[config.mk]
export PLATFORM = sky130hd
export DESIGN_NAME = acpp_subordinate
export DESIGN_NICKNAME = d
export VERILOG_FILES = /design/src/rtl/acpp_pkg.sv /design/src/rtl/acpp_subordinate.sv
export SDC_FILE = /design/constraint.sdc
export NUM_CORES = 1
export LEC_CHECK = 0
export BUFFER_PORTS_ARGS = -buffer_cell sky130_fd_sc_hd__buf_2
export CAP_MARGIN = 10
export CELL_PAD_IN_SITES_DETAIL_PLACEMENT = 1
export CELL_PAD_IN_SITES_GLOBAL_PLACEMENT = 2
export CORE_AREA = 2 2 236 238
export DETAILED_ROUTE_END_ITERATION = 16
export DIE_AREA = 0 0 238 240
export PLACE_DENSITY = 0.64
export RECOVER_POWER = 50
export SLEW_MARGIN = 15
export SYNTH_ARGS = -nofsm -noshare
export SYNTH_HDL_FRONTEND = slang
export SYNTH_SLANG_ARGS = --single-unit
[constraint.sdc]
create_clock -name clk -period 1.6 [get_ports clk]
set_clock_uncertainty 0.05 [all_clocks]
set_input_delay 0.08 -clock clk [delete_from_list [all_inputs] [get_ports clk]]
set_output_delay 0.08 -clock clk [all_outputs]
set_load 0.1 [all_outputs]
[src/rtl/acpp_pkg.sv]
// Package of widths, field layouts and the error-flag carrier struct for channel parity protection.
package acpp_pkg;

  // Default interface widths.
  localparam int ACPP_ID_W_WIDTH    = 8;
  localparam int ACPP_ID_R_WIDTH    = 8;
  localparam int ACPP_ADDR_WIDTH    = 48;
  localparam int ACPP_DATA_WIDTH    = 128;
  localparam int ACPP_USER_REQ_W    = 16;
  localparam int ACPP_USER_DATA_W   = 16;
  localparam int ACPP_USER_RESP_W   = 16;
  localparam int ACPP_SID_WIDTH     = 32;
  localparam int ACPP_SSID_WIDTH    = 20;
  localparam int ACPP_LOOP_W_WIDTH  = 8;

  // Fixed field widths of single-bit check groups, then check group sizes and bits covered per check.
  localparam int ACPP_LEN_W         = 8;
  localparam int ACPP_CTL0_W        = 9;
  localparam int ACPP_CTL1_W        = 12;
  localparam int ACPP_CTL2_W        = 9;
  localparam int ACPP_CTL3_W        = 10;
  localparam int ACPP_NSAID_W       = 4;
  localparam int ACPP_STASHNID_W    = 12;
  localparam int ACPP_STASHLPID_W   = 6;
  localparam int ACPP_MMU_W         = 4;
  localparam int ACPP_MPAM_W        = 11;
  localparam int ACPP_BRESP_W       = 7;
  localparam int ACPP_GROUP_BITS    = 8;
  localparam int ACPP_TAG_GROUP     = 4;
  localparam int ACPP_STRB_PER_CHK  = 64;
  localparam int ACPP_TAG_PER_CHK   = 128;
  localparam int ACPP_PSN_PER_CHK   = 512;
  localparam int ACPP_PSN_GRANULE   = 64;

  // Error flag positions, one per channel.
  localparam int ACPP_ERR_AW        = 0;
  localparam int ACPP_ERR_W         = 1;
  localparam int ACPP_ERR_B         = 2;
  localparam int ACPP_ERR_AR        = 3;
  localparam int ACPP_ERR_N         = 4;

  // Error flags as a carrier.
  typedef struct packed {
    logic ar;
    logic b;
    logic w;
    logic aw;
  } acpp_err_s;

  // Number of bytes needed to hold w bits.
  function automatic int acpp_bytes(input int w);
    return (w + ACPP_GROUP_BITS - 1) / ACPP_GROUP_BITS;
  endfunction

endpackage

[src/rtl/acpp_subordinate.sv]
// Subordinate-side parity generator and checker for AW, W, B and AR channels.
`timescale 1ns/1ps
`default_nettype none

module acpp_subordinate
  import acpp_pkg::*;
#(
  parameter int ID_W_WIDTH  = ACPP_ID_W_WIDTH,
  parameter int ID_R_WIDTH  = ACPP_ID_R_WIDTH,
  parameter int ADDR_WIDTH  = ACPP_ADDR_WIDTH,
  parameter int DATA_WIDTH  = ACPP_DATA_WIDTH,
  parameter int USER_REQ_W  = ACPP_USER_REQ_W,
  parameter int USER_DATA_W = ACPP_USER_DATA_W,
  parameter int USER_RESP_W = ACPP_USER_RESP_W,
  parameter int SID_WIDTH   = ACPP_SID_WIDTH,
  parameter int SSID_WIDTH  = ACPP_SSID_WIDTH,
  parameter int LOOP_WIDTH  = ACPP_LOOP_W_WIDTH,
  localparam int IDW_C  = acpp_bytes(ID_W_WIDTH + 1),
  localparam int IDR_C  = acpp_bytes(ID_R_WIDTH + 1),
  localparam int ADR_C  = acpp_bytes(ADDR_WIDTH),
  localparam int DAT_C  = DATA_WIDTH / ACPP_GROUP_BITS,
  localparam int STB_C  = (DATA_WIDTH + ACPP_STRB_PER_CHK - 1) / ACPP_STRB_PER_CHK,
  localparam int TAG_C  = (DATA_WIDTH + ACPP_TAG_PER_CHK - 1) / ACPP_TAG_PER_CHK,
  localparam int PSN_C  = (DATA_WIDTH + ACPP_PSN_PER_CHK - 1) / ACPP_PSN_PER_CHK,
  localparam int PSN_W  = (DATA_WIDTH + ACPP_PSN_GRANULE - 1) / ACPP_PSN_GRANULE,
  localparam int TAG_W  = TAG_C * ACPP_TAG_GROUP,
  localparam int UREQ_C = acpp_bytes(USER_REQ_W),
  localparam int UDAT_C = acpp_bytes(USER_DATA_W),
  localparam int URSP_C = acpp_bytes(USER_RESP_W),
  localparam int SID_C  = acpp_bytes(SID_WIDTH),
  localparam int SSID_C = acpp_bytes(SSID_WIDTH)
) (
  input  wire logic                          clk,
  input  wire logic                          sys_rst,
  // Write-address channel from manager.
  input  wire logic                          aw_valid,
  input  wire logic                          aw_valid_chk,
  output logic                               aw_ready_chk,
  input  wire logic                          aw_ready,
  input  wire logic [ID_W_WIDTH:0]           aw_id,
  input  wire logic [IDW_C-1:0]              aw_id_chk,
  input  wire logic [ADDR_WIDTH-1:0]         aw_addr,
  input  wire logic [ADR_C-1:0]              aw_addr_chk,
  input  wire logic [ACPP_LEN_W-1:0]         aw_len,
  input  wire logic                          aw_len_chk,
  input  wire logic [ACPP_CTL0_W-1:0]        aw_ctl0,
  input  wire logic                          aw_ctl0_chk,
  input  wire logic [ACPP_CTL1_W-1:0]        aw_ctl1,
  input  wire logic                          aw_ctl1_chk,
  input  wire logic [ACPP_CTL2_W-1:0]        aw_ctl2,
  input  wire logic                          aw_ctl2_chk,
  input  wire logic [ACPP_CTL3_W-1:0]        aw_ctl3,
  input  wire logic                          aw_ctl3_chk,
  input  wire logic [ACPP_NSAID_W-1:0]       aw_nsaid,
  input  wire logic                          aw_nsaid_chk,
  input  wire logic [ACPP_STASHNID_W-1:0]    aw_stash_nid,
  input  wire logic                          aw_stash_nid_chk,
  input  wire logic [ACPP_STASHLPID_W-1:0]   aw_stash_lpid,
  input  wire logic                          aw_stash_lpid_chk,
  input  wire logic                          aw_trace,
  input  wire logic                          aw_trace_chk,
  input  wire logic [LOOP_WIDTH-1:0]         aw_loop,
  input  wire logic                          aw_loop_chk,
  input  wire logic [ACPP_MMU_W-1:0]         aw_mmu,
  input  wire logic                          aw_mmu_chk,
  input  wire logic [ACPP_MPAM_W-1:0]        aw_mpam,
  input  wire logic                          aw_mpam_chk,
  input  wire logic [USER_REQ_W-1:0]         aw_user,
  input  wire logic [UREQ_C-1:0]             aw_user_chk,
  input  wire logic [SID_WIDTH-1:0]          aw_sid,
  input  wire logic [SID_C-1:0]              aw_sid_chk,
  input  wire logic [SSID_WIDTH-1:0]         aw_ssid,
  input  wire logic [SSID_C-1:0]             aw_ssid_chk,
  // Write-data channel from manager.
  input  wire logic                          w_valid,
  input  wire logic                          w_valid_chk,
  input  wire logic                          w_ready,
  output logic                               w_ready_chk,
  input  wire logic [DATA_WIDTH-1:0]         w_data,
  input  wire logic [DAT_C-1:0]              w_data_chk,
  input  wire logic [DATA_WIDTH/8-1:0]       w_strb,
  input  wire logic [STB_C-1:0]              w_strb_chk,
  input  wire logic [TAG_W-1:0]              w_tag,
  input  wire logic [TAG_C-1:0]              w_tag_update,
  input  wire logic [TAG_C-1:0]              w_tag_chk,
  input  wire logic [USER_DATA_W-1:0]        w_user,
  input  wire logic [UDAT_C-1:0]             w_user_chk,
  input  wire logic [PSN_W-1:0]              w_poison,
  input  wire logic [PSN_C-1:0]              w_poison_chk,
  input  wire logic                          w_last,
  input  wire logic                          w_last_chk,
  input  wire logic                          w_trace,
  input  wire logic                          w_trace_chk,
  // Write-response channel toward manager.
  input  wire logic                          b_valid,
  output logic                               b_valid_chk,
  input  wire logic                          b_ready,
  input  wire logic                          b_ready_chk,
  input  wire logic [ID_W_WIDTH:0]           b_id,
  output logic [IDW_C-1:0]                   b_id_chk,
  input  wire logic [ACPP_BRESP_W-1:0]       b_resp,
  output logic                               b_resp_chk,
  input  wire logic                          b_trace,
  output logic                               b_trace_chk,
  input  wire logic [LOOP_WIDTH-1:0]         b_loop,
  output logic                               b_loop_chk,
  input  wire logic [USER_RESP_W-1:0]        b_user,
  output logic [URSP_C-1:0]                  b_user_chk,
  // Read-address channel from manager.
  input  wire logic                          ar_valid,
  input  wire logic                          ar_valid_chk,
  input  wire logic                          ar_ready,
  output logic                               ar_ready_chk,
  input  wire logic [ID_R_WIDTH:0]           ar_id,
  input  wire logic [IDR_C-1:0]              ar_id_chk,
  input  wire logic [ADDR_WIDTH-1:0]         ar_addr,
  input  wire logic [ADR_C-1:0]              ar_addr_chk,
  input  wire logic [ACPP_LEN_W-1:0]         ar_len,
  input  wire logic                          ar_len_chk,
  input  wire logic [ACPP_CTL0_W-1:0]        ar_ctl0,
  input  wire logic                          ar_ctl0_chk,
  input  wire logic [ACPP_CTL1_W-1:0]        ar_ctl1,
  input  wire logic                          ar_ctl1_chk,
  // Error reporting.
  input  wire logic                          err_clear,
  output acpp_err_s                          err_flags,
  output logic                               err_any
);

  // Parameters the byte-group logic cannot serve are refused.
  // The parity helper spans 1024 payload bits, so no group may need more than 128 checks.
  if (DATA_WIDTH < 32 || DATA_WIDTH % 32 != 0 || ID_W_WIDTH < 1 || ID_R_WIDTH < 1 ||
      ADDR_WIDTH < 1 || USER_REQ_W < 1 || USER_DATA_W < 1 || USER_RESP_W < 1 ||
      SID_WIDTH < 1 || SSID_WIDTH < 1 || LOOP_WIDTH < 1 || DAT_C > 128 ||
      IDW_C > 128 || IDR_C > 128 || ADR_C > 128 || UREQ_C > 128 || UDAT_C > 128 ||
      URSP_C > 128 || SID_C > 128 || SSID_C > 128) begin : g_bad
    $error("acpp_subordinate: unsupported width parameter");
  end

  // Odd parity over byte groups of a zero-extended payload; missing top bits are low.
  // Callers narrow the result by a size cast, since a call cannot be part-selected.
  function automatic logic [127:0] byte_par(input logic [1023:0] v, input int n);
    logic [127:0] r;
    r = '0;
    for (int i = 0; i < 128; i++) begin
      if (i < n) begin
        r[i] = ~^v[i*8 +: 8];
      end
    end
    return r;
  endfunction

  // Handshake companions are the inversion of what this side sources.
  assign aw_ready_chk = ~aw_ready;
  assign w_ready_chk  = ~w_ready;
  assign ar_ready_chk = ~ar_ready;
  assign b_valid_chk  = ~b_valid;

  // Response checks are driven every cycle so they are correct whenever BVALID is high.
  assign b_id_chk    = IDW_C'(byte_par(1024'(b_id), IDW_C));
  assign b_resp_chk  = ~^b_resp;
  assign b_trace_chk = ~b_trace;
  assign b_loop_chk  = ~^b_loop;
  assign b_user_chk  = URSP_C'(byte_par(1024'(b_user), URSP_C));

  // Handshake mismatch, checked whenever out of reset.
  logic hs_aw;
  logic hs_w;
  logic hs_b;
  logic hs_ar;
  assign hs_aw = (aw_valid_chk == aw_valid);
  assign hs_w  = (w_valid_chk == w_valid);
  assign hs_b  = (b_ready_chk == b_ready);
  assign hs_ar = (ar_valid_chk == ar_valid);

  // Write-address payload mismatch, enabled by its VALID.
  logic pl_aw;
  assign pl_aw = aw_valid & (
      (aw_id_chk   != IDW_C'(byte_par(1024'(aw_id), IDW_C)))
    | (aw_addr_chk != ADR_C'(byte_par(1024'(aw_addr), ADR_C)))
    | (aw_len_chk  != ~^aw_len)
    | (aw_ctl0_chk != ~^aw_ctl0) | (aw_ctl1_chk != ~^aw_ctl1)
    | (aw_ctl2_chk != ~^aw_ctl2) | (aw_ctl3_chk != ~^aw_ctl3)
    | (aw_nsaid_chk != ~^aw_nsaid) | (aw_stash_nid_chk != ~^aw_stash_nid)
    | (aw_stash_lpid_chk != ~^aw_stash_lpid) | (aw_trace_chk != ~aw_trace)
    | (aw_loop_chk != ~^aw_loop) | (aw_mmu_chk != ~^aw_mmu)
    | (aw_mpam_chk != ~^aw_mpam)
    | (aw_user_chk != UREQ_C'(byte_par(1024'(aw_user), UREQ_C)))
    | (aw_sid_chk  != SID_C'(byte_par(1024'(aw_sid), SID_C)))
    | (aw_ssid_chk != SSID_C'(byte_par(1024'(aw_ssid), SSID_C))));

  // Tag groups fold in their update bit; poison groups take eight bits each.
  logic [TAG_C-1:0] tag_exp;
  logic [PSN_C-1:0] psn_exp;
  for (genvar n = 0; n < TAG_C; n++) begin : g_tag
    assign tag_exp[n] = ~^{w_tag_update[n], w_tag[4*n +: ACPP_TAG_GROUP]};
  end
  assign psn_exp = PSN_C'(byte_par(1024'(w_poison), PSN_C));

  // Write-data payload mismatch, enabled by WVALID.
  logic pl_w;
  assign pl_w = w_valid & (
      (w_data_chk   != DAT_C'(byte_par(1024'(w_data), DAT_C)))
    | (w_strb_chk   != STB_C'(byte_par(1024'(w_strb), STB_C)))
    | (w_tag_chk    != tag_exp)
    | (w_user_chk   != UDAT_C'(byte_par(1024'(w_user), UDAT_C)))
    | (w_poison_chk != psn_exp)
    | (w_last_chk   != ~w_last) | (w_trace_chk != ~w_trace));

  // Read-address payload mismatch, enabled by ARVALID.
  logic pl_ar;
  assign pl_ar = ar_valid & (
      (ar_id_chk   != IDR_C'(byte_par(1024'(ar_id), IDR_C)))
    | (ar_addr_chk != ADR_C'(byte_par(1024'(ar_addr), ADR_C)))
    | (ar_len_chk  != ~^ar_len)
    | (ar_ctl0_chk != ~^ar_ctl0) | (ar_ctl1_chk != ~^ar_ctl1));

  // Sticky flags; a new error in the clearing cycle wins. The channels are never
  // stalled or answered differently, so a fault only shows here.
  acpp_err_s ev;
  assign ev = '{ar: hs_ar | pl_ar, b: hs_b, w: hs_w | pl_w, aw: hs_aw | pl_aw};
  always_ff @(posedge clk) begin
    if (sys_rst) begin
      err_flags <= '0;
    end else begin
      err_flags <= ev | (err_clear ? '0 : err_flags);
    end
  end

  assign err_any = |err_flags;

endmodule

`default_nettype wire

* Word-level counts from Yosys, hierarchy flattened
Index checks and enable logic that the tools add are counted.
** Word-level totals
- Bits in registers :: 4
- Input port bits :: 594
- Output and inout bits :: 16
- Logic and storage cells :: 147
** Operators by class
- Equality and inequality tests :: 33
- Multiplexer cells :: 1
- Bitwise gates (word level) :: 41
- Reductions and logical operators :: 68
** Operator list (number)
- 8-bit XNOR reduction :: 54
- 12-bit XNOR reduction :: 3
- 1-bit bitwise OR :: 29
- 9-bit XNOR reduction :: 3
- 1-bit != test :: 19
- 16-bit != test :: 1
- 6-bit != test :: 2
- 11-bit XNOR reduction :: 1
- 2-bit != test :: 5
- 10-bit XNOR reduction :: 1
- 1-bit NOT :: 8
- 4-bit XNOR reduction :: 2
- 7-bit XNOR reduction :: 1
- 6-bit XNOR reduction :: 1
- 5-bit XNOR reduction :: 1
- 1-bit equality test :: 4
- 4-bit two-way mux :: 1
- 4-bit != test :: 1
- 4-bit bitwise OR :: 1
- 4-bit OR reduction :: 1
- 1-bit AND :: 3
- 3-bit != test :: 1

* Longest topological paths before layout
- Depth in word-level cells :: 21
- Depth in mapped cells :: 6
- Depth with buffers taken out :: 6

* Worst setup path before layout
Ideal clock, no wire load.
- Path type :: input to output
- From :: input b_resp[0]
- To :: output b_resp_chk
- Arrival time :: 1.929 ns
- Data required time :: 1.470 ns
- Setup slack :: -0.459 ns
- Stages on the path :: 3
- Path buffers :: 0
- Path through :: xor2_1 -> xnor2_1 -> xnor2_1
** Between the ends
- Word-level cells in the longest chain between the ends :: 1
** Ends and longest elaborated chain
- start, declared :: line acpp_subordinate.sv:101 : input wire logic [ACPP_BRESP_W-1:0] b_resp,
- 7-bit XNOR reduction :: line acpp_subordinate.sv:161 : assign b_resp_chk = ~^b_resp;
- end, declared :: line acpp_subordinate.sv:102 : output logic b_resp_chk,
Every way passes these cells.

* Worst setup path in the final report
- From :: input aw_addr[45]
- To :: register err_flags[0] (netlist name)
** Between the ends
- Word-level cells in the longest chain between the ends :: 21
** Ends and longest elaborated chain
- start, declared :: line acpp_subordinate.sv:42 : input wire logic [ADDR_WIDTH-1:0] aw_addr,
- 8-bit XNOR reduction :: line acpp_subordinate.sv:147 : r[i] = ~^v[i*8 +: 8];
- 6-bit != test :: line acpp_subordinate.sv:180 : | (aw_addr_chk != ADR_C'(byte_par(1024'(aw_addr), ADR_C)))
- 1-bit bitwise OR :: line acpp_subordinate.sv:180
- 1-bit bitwise OR :: line acpp_subordinate.sv:181 : | (aw_len_chk != ~^aw_len)
- 1-bit bitwise OR (2 in series) :: line acpp_subordinate.sv:182 : | (aw_ctl0_chk != ~^aw_ctl0) | (aw_ctl1_chk != ~^aw_ctl1)
- 1-bit bitwise OR (2 in series) :: line acpp_subordinate.sv:183 : | (aw_ctl2_chk != ~^aw_ctl2) | (aw_ctl3_chk != ~^aw_ctl3)
- 1-bit bitwise OR (2 in series) :: line acpp_subordinate.sv:184 : | (aw_nsaid_chk != ~^aw_nsaid) | (aw_stash_nid_chk != ~^aw_stash_nid)
- 1-bit bitwise OR (2 in series) :: line acpp_subordinate.sv:185 : | (aw_stash_lpid_chk != ~^aw_stash_lpid) | (aw_trace_chk != ~aw_trace)
- 1-bit bitwise OR (2 in series) :: line acpp_subordinate.sv:186 : | (aw_loop_chk != ~^aw_loop) | (aw_mmu_chk != ~^aw_mmu)
- 1-bit bitwise OR :: line acpp_subordinate.sv:187 : | (aw_mpam_chk != ~^aw_mpam)
- 1-bit bitwise OR :: line acpp_subordinate.sv:188 : | (aw_user_chk != UREQ_C'(byte_par(1024'(aw_user), UREQ_C)))
- 1-bit bitwise OR :: line acpp_subordinate.sv:189 : | (aw_sid_chk != SID_C'(byte_par(1024'(aw_sid), SID_C)))
- 1-bit bitwise OR :: line acpp_subordinate.sv:190 : | (aw_ssid_chk != SSID_C'(byte_par(1024'(aw_ssid), SSID_C))));
- 1-bit AND :: line acpp_subordinate.sv:178 : assign pl_aw = aw_valid & (
- 1-bit bitwise OR :: line acpp_subordinate.sv:221 : assign ev = '{ar: hs_ar | pl_ar, b: hs_b, w: hs_w | pl_w, aw: hs_aw | pl_aw};
- 4-bit bitwise OR :: line acpp_subordinate.sv:226 : err_flags <= ev | (err_clear ? '0 : err_flags);
- end signal, assigned :: line acpp_subordinate.sv:226
- end, declared :: line acpp_subordinate.sv:126 : output acpp_err_s err_flags,
Every way passes these cells.
A chain may end at the register's enable or synchronous reset.

==> run_results.csv <==
group,metric,value,unit
pwr,powerDensity,556.0,mW/mm2
pwr,comb_power_share,88.9,%
critical_path,reg2reg_setup_slack,-70,ps
critical_path,end_kind,"flop",
timing,fin_crit,1700,ps
pwr,p_sw_share,43.30,%
global_route,grt_max_degree,5,
global_route,antenna_found_initial,5,
flow_run,maxCapViolCount,0,
outcome,outcome,"finished with violations",
route,drt_iter0_drc,49,
synthesis,synth_top_cells_by_area,"xnor2_1, xnor3_1, xor2_1",
synthesis,synth_area,0.005072,mm2
timing,drv_slew,0,
cells_and_area,final_area,0.009428,mm2
cells_and_area,area_growth,85.87,%
pwr,p_clk_share,8.8,%
timing,period_share,106.3,%
route,ant_nets,0,
synthesis,syn_inst,517,
pwr,switching_power,2.270,mW
critical_path,cpMaxStageDelayCell,"xnor3_1",
critical_path,path_class,"in2reg",
timing,rsz0062_at_grt,"yes",
route,wl_per_cell,14.12,um
global_route,grtUsageTotal,8.585,%
cells_and_area,reg_top3,"err_flags x4",
route,first_pass_iters,4,
timing,layout_setup_ws,-100.2,ps
route,drc,0,
critical_path,arrival,1780,ps
floorplanning,initial_core_util,9.279,%
global_route,grt_pass1_vias,6548,
synthesis,avgSynthCellArea,9.811,um2
route,wirelength,26270,um
pwr,p_seq_share,2.3,%
route,drt-vias-per-instance,3.141,
timing,setup_viol,2,
synthesis,seq_area_frac_synth,1.579,%
timing,hold_violations,0,
place,port_buffers,609,
clocking,cts_tree,"built",
timing,fmax,588.1,MHz
critical_path,path_cells,"buf_2, xnor2_1, xnor3_1, xnor2_2, nand4_1, nor4_4, buf_4, a31oi_1",
pwr,p_int,2.972,mW
critical_path,cp_max_fo,1,
route,vias,5842,
critical_path,start_kind,"input port",
global_route,overflow,0,
global_route,grt_pass1_wl,36030,um
floorplanning,fp.dieH,240,um
place,dpl-instance-area,0.009293,mm2
critical_path,crit_required,1680,ps
clocking,cts.sinks,4,
synthesis,ys_ff_latch,4,
synthesis,syn-num-nets,1111,
floorplanning,core-area,0.05466,mm2
clocking,ctsHtreeMaxLevel,1,
hold_path,hold_path.class,"in2reg",
synthesis,ys_types,21,
pwr,power,5.242,mW
cells_and_area,final_nets,1748,
timing,maxSlewHeadroom,22.04,%
clocking,clkTransAtPathRegs,40,ps
cells_and_area,largest_reg_flops,4,
timing,holdWs,46.96,ps
floorplanning,ios,610,
floorplanning,dieArea,0.05712,mm2
cells_and_area,final_core_util,17.25,%
place,gp_congestion,0.7999,
place,dp_hpwl,25470,um
synthesis,yosysTopAreaCellShare,61.47,%
floorplanning,fp-row-count,86,
place,dp_slack,-631.7,ps
clocking,hold_buffers,0,
critical_path,critPathBufInv,2,
timing,worst_pin_slew,1174,ps
cells_and_area,drive_above_1_share,56.68,%
pwr,p_leak,4.452,nW
cells_and_area,largest-register,"err_flags",
clocking,numCtsBuffers,3,
pwr,irDropWorstVdd,0.2284,mV
clocking,clockBufferDepth,2,
critical_path,critPathMaxStageDelay,450,ps
synthesis,synth_largest_area_cell,"xnor2_1",
critical_path,cp_top_family,"XOR/XNOR gates",
clocking,clock_latency,240,ps
clocking,root_buffer,"clkbuf_16",
synthesis,ys_warn_count,0,
outcome,violations,"negative setup slack",
floorplanning,die_x,238,um
## worst reg2reg max path: stages, from the launching register on
cell and delay [ps]:
dfxtp_4 350, nand2b_4 70, nand4b_1 170, nor3_2 230, buf_4 150, nand4_1 80, nor4_2 250, buf_4 150
a31oi_1 60
## repair_timing
item / CTS / global route
pin swaps: 4 / 9
buffers inserted: 0 / 0
resized for setup: 8 / 5
cloned: 0 / 0
setup endpoints to repair: 2 / 3
## per-stage QoR
step	TNS, ps	instances
after floorplan	0	517
after global placement	-889.0	1853
after detailed placement	-981.5	1853
after CTS	-219.7	1856
after global routing	-310.8	1859
final	-103.7	1860
## per-layer routing
metal / global-route usage [%] / wire [um] / part of all wire (%) / vias up
li1: - / - / - / 2916
met1: 7.952 / 8633 / 33 / 2556
met2: 17.98 / 14870 / 57 / 353
met3: 2.491 / 2379 / 9.1 / 15
met4: 2.159 / 374 / 1.4 / 2
met5: 0 / 10 / 0.038 / -
## power groups by stage
stage,clock network [mW],registers (mW),logic (mW)
after floorplan,0,0.168,2.92
after global placement,0,0.123,4.72
after detailed placement,0,0.123,4.75
after CTS,0.526,0.121,4.81
after global routing,0.526,0.121,5.04
final,0.463,0.118,4.66
## cell usage after synthesis
cell type,count
nand3_1,1
nand2_1,4
a211oi_1,1
a21oi_1,1
nor2_1,1
xnor3_1,42
or4_1,1
dfxtp_1,4
a31oi_1,2
a31o_2,2
xnor2_2,8
inv_1,9
xor2_1,60
nor3_1,1
and3b_1,1
nand4_1,8
o22ai_1,1
nand4b_1,3
xnor2_1,356
nor4_1,8
nand2b_1,3
## cell families (layout without fill, tap and decap cells)
family | Yosys count | after routing | synth area share (%)
other | 0 | 4 | 0
AO/OA/AOI/OAI | 7 | 7 | 0.9621
flip-flops | 4 | 4 | 1.579
AND/OR/NAND/NOR | 31 | 31 | 3.749
XOR/XNOR | 466 | 466 | 93.04
buffers and inverters | 9 | 644 | 0.6660
## area by class of cell
class | instances | area, um2
fill | 6675 | 45230
tap | 704 | 880.8
inverter | 9 | 33.78
antenna | 4 | 10.01
timing repair buffer | 632 | 3288
sequential | 4 | 83.83
clock buffer | 3 | 75.07
multi-input combinational | 504 | 5056
## path summary, 6_finish.rpt
check	startpoint	endpoint	depth (start not counted)
setup reg to reg	err_flags[0]$_SDFF_PP0_	err_flags[0]$_SDFF_PP0_	8
setup / recovery	aw_addr[45]	err_flags[0]$_SDFF_PP0_	8
hold reg to reg	err_flags[2]$_SDFF_PP0_	err_flags[2]$_SDFF_PP0_	4
hold / removal	b_ready	err_flags[2]$_SDFF_PP0_	3
## layout by cell type (no fill, tap or decap), drive strengths merged
cell | Yosys | final
nand4b | 3 | 3
clkbuf | 0 | 10
xnor3 | 42 | 42
dfxtp | 4 | 4
o22ai | 1 | 1
inv | 9 | 9
nor3 | 1 | 1
or4 | 1 | 1
diode | 0 | 4
nand3 | 1 | 1
xnor2 | 364 | 364
a31oi | 2 | 2
and3b | 1 | 1
xor2 | 60 | 60
a31o | 2 | 2
buf | 0 | 625
a21oi | 1 | 1
nor2 | 1 | 1
nor4 | 8 | 8
nand2b | 3 | 3
a211oi | 1 | 1
nand2 | 4 | 4
nand4 | 8 | 8
No activity file was read; power rests on OpenSTA's default activity.
